--- src/verilog/incr_defines.svh ---
`ifndef INCR_DEFINES_SVH
`define INCR_DEFINES_SVH

// ----------------------------------------------------------------------
// Instruction field layout
// ----------------------------------------------------------------------
`define INSTR_W 12
`define OP6_MSB 11
`define OP6_LSB 6
`define OP4_MSB 11
`define OP4_LSB 8
`define DEST_BIT 5
`define ADDR_MSB 4
`define LIT_MSB 7

// ----------------------------------------------------------------------
// Opcode patterns
// ----------------------------------------------------------------------
`define OPC_INCREMENT_FILE 6'h0A
`define OPC_INCREMENT_SKIP_ZERO 6'h0F
`define OPC_OR_LITERAL 4'hD

// ----------------------------------------------------------------------
// Reset values
// ----------------------------------------------------------------------
`define ACC_RESET 8'h00
`define ZERO_RESET 1'b0

`endif

--- src/verilog/incr_pkg.sv ---
package incr_pkg;

    // Operation recognised by the decoder.
    typedef enum logic [1:0] {
        OP_OTHER,
        OP_INCREMENT_FILE,
        OP_INCREMENT_SKIP_ZERO,
        OP_OR_LITERAL
    } op_e;

    typedef logic [7:0] byte_t;

endpackage

--- src/verilog/decode_if.sv ---
`timescale 1ns/1ns
`default_nettype none
interface decode_if;
    import incr_pkg::*;
    logic [11:0] instr;
    op_e op;
    logic to_file;
    logic [4:0] addr;
    byte_t literal;

    modport decoder (input instr, output op, to_file, addr, literal);
    modport exec (output instr, input op, to_file, addr, literal);
endinterface
`default_nettype wire

--- src/verilog/incr_skip_or_literal_exec.sv ---
`timescale 1ns/1ns
`default_nettype none
`include "incr_defines.svh"
module incr_skip_or_literal_exec
    import incr_pkg::*;
(
    input wire logic I_SYS_CLK,
    input wire logic I_RESET,
    input wire logic I_INSTR_VALID,
    input wire logic [11:0] I_INSTR,
    input wire logic [7:0] I_FILE_DATA,
    output logic [7:0] O_ACC,
    output logic O_ZERO,
    output logic O_FILE_WR,
    output logic [4:0] O_FILE_ADDR,
    output logic [7:0] O_FILE_DATA,
    output logic O_CLAIMED,
    output logic O_SKIP_TAKEN,
    output logic O_NOP_EXEC
);

    // ----------------------------------------------------------------
    // Decode
    // ----------------------------------------------------------------
    decode_if dec ();

    assign dec.instr = I_INSTR;

    incr_decode u_decode (
        .dec(dec)
    );

    // ----------------------------------------------------------------
    // Datapath
    // ----------------------------------------------------------------
    byte_t sum;
    byte_t or_result;
    logic sum_zero;
    logic skip_pending;
    logic live;

    // The 8-bit target drops the carry, giving wrap modulo 256.
    assign sum = 8'(I_FILE_DATA + 8'h01);
    assign sum_zero = (sum == 8'h00);
    assign or_result = O_ACC | dec.literal;
    // A word arriving while a skip is pending is discarded, never executed.
    assign live = I_INSTR_VALID && !skip_pending;

    // ----------------------------------------------------------------
    // Skip tracking
    // ----------------------------------------------------------------
    // The fetched word after a zero result becomes a no-operation, which
    // makes the skipping instruction cost a second cycle.
    always_ff @(posedge I_SYS_CLK or posedge I_RESET) begin
        if (I_RESET) begin
            skip_pending <= 1'b0;
        end else if (I_INSTR_VALID && skip_pending) begin
            skip_pending <= 1'b0;
        end else if (live && dec.op == OP_INCREMENT_SKIP_ZERO) begin
            skip_pending <= sum_zero;
        end
    end

    // Pulses that report a skip being armed and the no-operation run.
    always_ff @(posedge I_SYS_CLK or posedge I_RESET) begin
        if (I_RESET) begin
            O_SKIP_TAKEN <= 1'b0;
            O_NOP_EXEC <= 1'b0;
        end else begin
            O_SKIP_TAKEN <= live && dec.op == OP_INCREMENT_SKIP_ZERO &&
                            sum_zero;
            O_NOP_EXEC <= I_INSTR_VALID && skip_pending;
        end
    end

    // ----------------------------------------------------------------
    // Accumulator
    // ----------------------------------------------------------------
    always_ff @(posedge I_SYS_CLK or posedge I_RESET) begin
        if (I_RESET) begin
            O_ACC <= `ACC_RESET;
        end else if (live) begin
            unique case (dec.op)
                OP_INCREMENT_FILE,
                OP_INCREMENT_SKIP_ZERO: begin
                    if (!dec.to_file) begin
                        O_ACC <= sum;
                    end
                end
                OP_OR_LITERAL: begin
                    O_ACC <= or_result;
                end
                OP_OTHER: begin
                end
            endcase
        end
    end

    // ----------------------------------------------------------------
    // Zero flag
    // ----------------------------------------------------------------
    // Increment-skip is deliberately absent: it leaves status untouched.
    always_ff @(posedge I_SYS_CLK or posedge I_RESET) begin
        if (I_RESET) begin
            O_ZERO <= `ZERO_RESET;
        end else if (live && dec.op == OP_INCREMENT_FILE) begin
            O_ZERO <= sum_zero;
        end else if (live && dec.op == OP_OR_LITERAL) begin
            O_ZERO <= (or_result == 8'h00);
        end
    end

    // ----------------------------------------------------------------
    // File register write-back
    // ----------------------------------------------------------------
    // The write is a one-cycle strobe; address and data hold until the
    // next write so the register file may sample them late.
    always_ff @(posedge I_SYS_CLK or posedge I_RESET) begin
        if (I_RESET) begin
            O_FILE_WR <= 1'b0;
            O_FILE_ADDR <= 5'h00;
            O_FILE_DATA <= 8'h00;
        end else begin
            O_FILE_WR <= 1'b0;
            if (live && dec.to_file &&
                (dec.op == OP_INCREMENT_FILE ||
                 dec.op == OP_INCREMENT_SKIP_ZERO)) begin
                O_FILE_WR <= 1'b1;
                O_FILE_ADDR <= dec.addr;
                O_FILE_DATA <= sum;
            end
        end
    end

    // Claim pulse: one of the three handled opcodes was executed.
    always_ff @(posedge I_SYS_CLK or posedge I_RESET) begin
        if (I_RESET) begin
            O_CLAIMED <= 1'b0;
        end else begin
            O_CLAIMED <= live && dec.op != OP_OTHER;
        end
    end

endmodule // incr_skip_or_literal_exec
`default_nettype wire

--- src/verilog/incr_decode.sv ---
`timescale 1ns/1ns
`default_nettype none
`include "incr_defines.svh"
module incr_decode
    import incr_pkg::*;
(
    decode_if.decoder dec
);

    // -------------------------------------------------------------
    // Opcode match
    // -------------------------------------------------------------
    // Pure combinational decode so the executing stage sees the op in the
    // same cycle that the word arrives.
    always_comb begin
        if (dec.instr[`OP6_MSB:`OP6_LSB] == `OPC_INCREMENT_FILE) begin
            dec.op = OP_INCREMENT_FILE;
        end else if (dec.instr[`OP6_MSB:`OP6_LSB] ==
                     `OPC_INCREMENT_SKIP_ZERO) begin
            dec.op = OP_INCREMENT_SKIP_ZERO;
        end else if (dec.instr[`OP4_MSB:`OP4_LSB] == `OPC_OR_LITERAL) begin
            dec.op = OP_OR_LITERAL;
        end else begin
            dec.op = OP_OTHER;
        end
    end

    // Operand fields.
    assign dec.to_file = dec.instr[`DEST_BIT];
    assign dec.addr = dec.instr[`ADDR_MSB:0];
    assign dec.literal = dec.instr[`LIT_MSB:0];

endmodule // incr_decode
`default_nettype wire

--- config.mk ---
export PLATFORM = sky130hd
export DESIGN_NAME = incr_skip_or_literal_exec
export DESIGN_NICKNAME = d
export VERILOG_FILES = /design/src/verilog/incr_pkg.sv /design/src/verilog/decode_if.sv /design/src/verilog/incr_skip_or_literal_exec.sv /design/src/verilog/incr_decode.sv
export VERILOG_INCLUDE_DIRS = /design/src /design/src/verilog
export SDC_FILE = /design/constraint.sdc
export NUM_CORES = 1
export LEC_CHECK = 0
export BUFFER_PORTS_ARGS = -buffer_cell sky130_fd_sc_hd__clkbuf_2
export CAP_MARGIN = 20
export CORE_MARGIN = 2
export CORE_UTILIZATION = 49
export DETAILED_ROUTE_END_ITERATION = 16
export GPL_TIMING_DRIVEN = 0
export PLACE_DENSITY = 0.86
export SYNTH_ARGS = -nofsm -noshare
export SYNTH_HDL_FRONTEND = slang
export SYNTH_SLANG_ARGS = --single-unit
--- constraint.sdc ---
create_clock -name I_SYS_CLK -period 2.5 [get_ports I_SYS_CLK]
set_clock_uncertainty 0.2 [all_clocks]
set_input_delay 0.375 -clock I_SYS_CLK [delete_from_list [all_inputs] [get_ports I_SYS_CLK]]
set_output_delay 0.375 -clock I_SYS_CLK [all_outputs]
set_load 0.02 [all_outputs]
## After elaboration in Yosys (flattened, before gate mapping)

Cells that the tools add are included.

| cells by class | value |
|---|---|
| reductions and logical operators | 19 |
| bitwise gates (word level) | 1 |
| equality and inequality tests | 7 |
| multiplexer cells | 10 |
| $add $sub $neg | 1 |

Operators with widths:

| operator | count |
|---|---|
| $logic_not 8->1 | 2 |
| $pmux 8 s2 | 1 |
| $eq 6x4->1 const B | 2 |
| $logic_and 1x1->1 | 9 |
| $add 8x1->8 const B | 1 |
| $mux 8 | 1 |
| $or 8x8->8 | 1 |
| $reduce_bool 2->1 | 4 |
| $mux 2 | 3 |
| $mux 1 | 5 |
| $eq 2x2->1 const B | 2 |
| $eq 4x4->1 const B | 1 |
| $reduce_and 3->1 | 1 |
| $eq 2x1->1 const B | 1 |
| $ne 2x2->1 const B | 1 |
| $reduce_or 2->1 | 1 |
| $logic_not 1->1 | 1 |
| $logic_or 1x1->1 | 1 |

| storage, ports and cells | value |
|---|---|
| bits in registers | 27 |
| output and inout port bits | 26 |
| logic and storage cells | 47 |

## Depth between registers and ports, before layout

| depth | value |
|---|---|
| word-level depth | 8 |
| gate-level depth with buffers | 6 |
| mapped depth without buffers | 6 |

## Hierarchy

Synthesis repeated with hierarchy kept, for this count alone.

| unflattened totals | value |
|---|---|
| cell total of the unflattened synthesis | 152 |
| area total of the unflattened synthesis | 1500.2 um^2 |

By module, submodules not included:

| module | cells each | seq. area each (um^2) | area an instance (um^2) | times used |
|---|---|---|---|---|
| incr_skip_or_literal_exec | 133 | 675.6 | 1353.8 | 1 |
| incr_decode | 19 | 0.0 | 146.4 | 1 |

## Worst setup path before layout

Ideal clock, no wire load.

| timing | value |
|---|---|
| kind | input to register |
| start point | input I_INSTR[10] |
| end point | register O_FILE_ADDR[3] |
| setup time | 128 ps |
| data required time | 2172 ps |
| stages | 5 |
| buffers on the path | 1 |
| path slack | 749 ps |
| data arrival time | 1423 ps |
| cell sequence | nand4bb_4 nor2_1 nand3_2 buf_2 mux2_1 |

| between the ends | value |
|---|---|
| longest elaborated chain between the ends | 7 |
| elaborated cells on any way between the ends | 10 |
| those cells by class | eq/ne (5); mux (3); reduce/logical (2) |

Ends and longest elaborated chain:

| what | RTL line | RTL |
|---|---|---|
| from (decl) | incr_skip_or_literal_exec.sv:10 | `input wire logic [11:0] I_INSTR,` |
| $eq 4x4->1 (no line) | n/a |  |
| $mux 2 | incr_decode.sv:21 | `` end else if (dec.instr[`OP4_MSB:`OP4_LSB] == `OPC_OR_LITERAL) begin `` |
| $mux 2 | incr_decode.sv:18 | `` end else if (dec.instr[`OP6_MSB:`OP6_LSB] == `` |
| $mux 2 * | incr_decode.sv:16 | `` if (dec.instr[`OP6_MSB:`OP6_LSB] == `OPC_INCREMENT_FILE) begin `` |
| $eq 2x1->1 or $eq 2x2->1 (tied branches) | incr_skip_or_literal_exec.sv:126, incr_skip_or_literal_exec.sv:127 |  |
| $logic_or 1x1->1 * | incr_skip_or_literal_exec.sv:126 | `(dec.op == OP_INCREMENT_FILE \|\|` |
| $logic_and 1x1->1 * | incr_skip_or_literal_exec.sv:125 | `if (live && dec.to_file &&` |
| to (signal assigned) | incr_skip_or_literal_exec.sv:129 | `O_FILE_ADDR <= dec.addr;` |
| to (decl) | incr_skip_or_literal_exec.sv:15 | `output logic [4:0] O_FILE_ADDR,` |

Mark *: on every way between the ends. The rest lies on a longest branch, timed or not.
A chain may end at the register's enable or synchronous reset.

## Worst setup path in the final report

| timing | value |
|---|---|
| start point | register skip_pending |
| end point | register O_ACC[7] |

| between the ends | value |
|---|---|
| longest elaborated chain between the ends | 3 |

Ends and longest elaborated chain:

| what | RTL line | RTL |
|---|---|---|
| from (decl) | incr_skip_or_literal_exec.sv:39 | `logic skip_pending;` |
| from (signal assigned) | incr_skip_or_literal_exec.sv:60 | `skip_pending <= sum_zero;` |
| $logic_not 1->1 | incr_skip_or_literal_exec.sv:47 | `assign live = I_INSTR_VALID && !skip_pending;` |
| $logic_and 1x1->1 | incr_skip_or_literal_exec.sv:47 |  |
| $reduce_and 3->1 (no line) | n/a |  |
| to (signal assigned) | incr_skip_or_literal_exec.sv:81 | `` O_ACC <= `ACC_RESET; `` |
| to (signal assigned) | incr_skip_or_literal_exec.sv:87 | `O_ACC <= sum;` |
| to (signal assigned) | incr_skip_or_literal_exec.sv:91 | `O_ACC <= or_result;` |
| to (decl) | incr_skip_or_literal_exec.sv:12 | `output logic [7:0] O_ACC,` |

Every way passes these cells.

==> reports/results.tsv <==
metric	value	unit
Root Driver	clkbuf_4	
Worst R2R End	O_ACC[7]	
Antenna Violating Nets Remaining	0	
DRT iter0 DRCs	18	
largest cells by area after synthesis	dfrtp_1 (49%), a21oi_1 (5.4%), nand2_1 (3.5%), o21ai_0 (3.2%), mux2_2 (3.2%)	
First-pass DRT Iterations	4	
peak supply drop	449.9	µV
CP top delay family	simple AND/OR/NAND/NOR gates	
Antenna Cells	0	
HP Class	in2reg	
Synth Flop Type	dfrtp_1	
DIE AREA	3276	µm²
cell at the slowest stage of the critical path	nor4_4	
CTS Buf Count	3	
count leader, synth	dfrtp_1	
Seq/Total Area, Yosys	48.65	%
Port Buf Inserts	47	
crit share post-route	78.90	%
final hold violation count	0	
Pwr Density	589.0	nW/µm²
CP cell instances	nand2b_1 -> nor4_4 -> o21bai_4 -> a21oi_1 -> a21oi_1	
HP Start	I_INSTR[3]	
WS Path Type	reg2reg	
vias in the first global route	1189	
max incr delay on CP	460	ps
Die Wd	57.24	µm
die height	57.24	µm
DP HPWL	2.596	mm
synth unique cells	36	
Mapped Nets	162	
Final Max Tran Viols	0	
initial antenna violation count	0	
Slew HR	58.94	%
fraction of synthesis flops using an asynchronous set or reset pin	100.0	%
end point of the worst hold path	O_FILE_ADDR[3]	
Starting Density	50.80	%
WL final	3.291	mm
clk sinks	27	
Final Setup Violations	0	
first-pass GRT wire length	5.444	mm
clock slew at reported path FFs	150	ps
Crit. End Element	flop	
synthesis-to-finish area growth	24.41	%
global route total overflow	0	
largest net degree at the start of global routing	28	
Buf/Inv on CP	0	
Power, Total	0.001018	W
largest area contributor in the netlist	dfrtp_1	
Mapped Cells	137	
maxcap violations	0	
Worst Tran Pin Value	612.1	ps
H-tree depth	1	
Synth top area share	48.65	%
Final min period	1972	ps
setup TNS	0	ps
Longest Clk Path Bufs	2	
Worst Hold Depth	2	
DRC	0	
boundary pin count	49	
reg2reg setup slack	530	ps
RR Startpoint	skip_pending	
crit start category	flop	
gpl congestion	0.8518	
top cell types by occurrence after synthesis	dfrtp_1 (27), a21oi_1 (15), nand2_1 (13), o21ai_0 (9)	
Nets	216	
GRT Total Usage	21.38	%
core area	2734	µm²
DR vias/cell	5.525	
Syn Std Cell Area	1389	µm²
static leakage	0.8067	nW
layout cells sized above 1	36.84	%
status	complete, no violations	
CP dominant cell by count	a21oi_1	
total number of vias	1221	
Fmax achieved	507.0	MHz
Post-CTS Setup Inserts	0	
routed len/inst	14.89	µm
std cell rows	19	
worst r2r path cells	5	
worst-skew pair later-pin latency	330	ps
EDFF count, synth	0	
CTS tree	done	
yosys warns	0	
flops & latches, synth	27	
Max FO, Critical Path	9	
RSZ-0062 raised after global routing	false	
Critical Path AT	2040	ps
syn_area_per_cell	10.14	µm²
Critical Path RT	2560	ps
[through the flow]
stage | area (µm²) | std cells | hold WS [ps] | setup slack (ps) | utilization [%]
after floorplan | 1389 | 137 | 227.7 | 749.0 | -
after global placement | 1663 | 215 | 268.3 | 462.8 | 60.82
after detailed placement | 1663 | 215 | 278.7 | 340.9 | 60.82
after CTS | 1690 | 219 | 74.79 | 536.4 | 61.83
after global routing | 1728 | 221 | 71.01 | 390.8 | 63.20
final | 1728 | 221 | 69.95 | 527.6 | 63.20
[power breakdown]
group | switching (W) | internal, W | total [W]
sequential | 0.0000418 | 0.000496 | 0.000538
combinational | 0.000182 | 0.000104 | 0.000287
clock | 0.000133 | 0.0000600 | 0.000193
[how the worst max path moves through the flow]
stage                   startpoint        endpoint  slack [ps]  depth (start not counted)
finish                skip_pending        O_ACC[7]         530                          5
CTS                   skip_pending        O_ACC[7]         540                          5
floorplan              I_INSTR[10]  O_FILE_ADDR[3]         750                          5
global route          skip_pending        O_ACC[4]         390                          5
detailed placement  I_FILE_DATA[0]    skip_pending         340                          6
global placement    I_FILE_DATA[0]    skip_pending         460                          6
[cells by family (layout without fill, tap and decap cells)]
logic type,Yosys count,count (layout),share of synthesized area [%]
AOI/OAI and AO/OA,35,35,15.41
muxes,5,5,4.054
DFF,27,27,48.65
and+or+nand+nor,52,52,22.70
adders and majority gates,2,2,1.802
buffers and inverters,8,61,2.342
xor gates and xnor gates,8,8,5.045
[layout make-up]
type	count	area (µm²)
buffer	4	17.52
inverter	4	15.01
clock buffer	3	22.52
sequential	27	675.6
fill	228	1006
clock inverter	1	5.005
multi-input combinational	102	680.7
tap	31	38.79
timing repair buffer	49	272.8
[cell usage in the layout, fill, tap and decap left out, types with 3 or more instances in the layout]
master    instances
a21oi_1          15
clkbuf_2         47
clkbuf_4          3
dfrtp_1          27
inv_1             4
mux2_2            4
nand2_1          13
nand3_1           5
nor2_1            7
nor3_1            3
o21ai_0           9
o31ai_1           3
or2_2             7
xnor2_1           4
xor2_1            4
[flip-flops by register name, indices dropped and copies added, names as in the netlist]
signal	flops
O_ACC	8
O_FILE_DATA	8
O_FILE_ADDR	5
O_CLAIMED	1
O_FILE_WR	1
O_NOP_EXEC	1
O_SKIP_TAKEN	1
O_ZERO	1
skip_pending	1
[routing by layer]
metal / GRT usage (%) / share of wire [%] / vias to the layer above
met5: 0 / 0 / -
met4: 6.977 / 1.0 / 0
met3: 3.855 / 5.8 / 2
met2: 37.60 / 51 / 47
met1: 26.64 / 42 / 584
li1: - / - / 588
[repair_timing]
item	4_1_cts	5_1_grt
hold buffers	0	1
gates resized for setup	0	0
hold endpoints to repair	0	27
(Power assumes the default switching activity.)
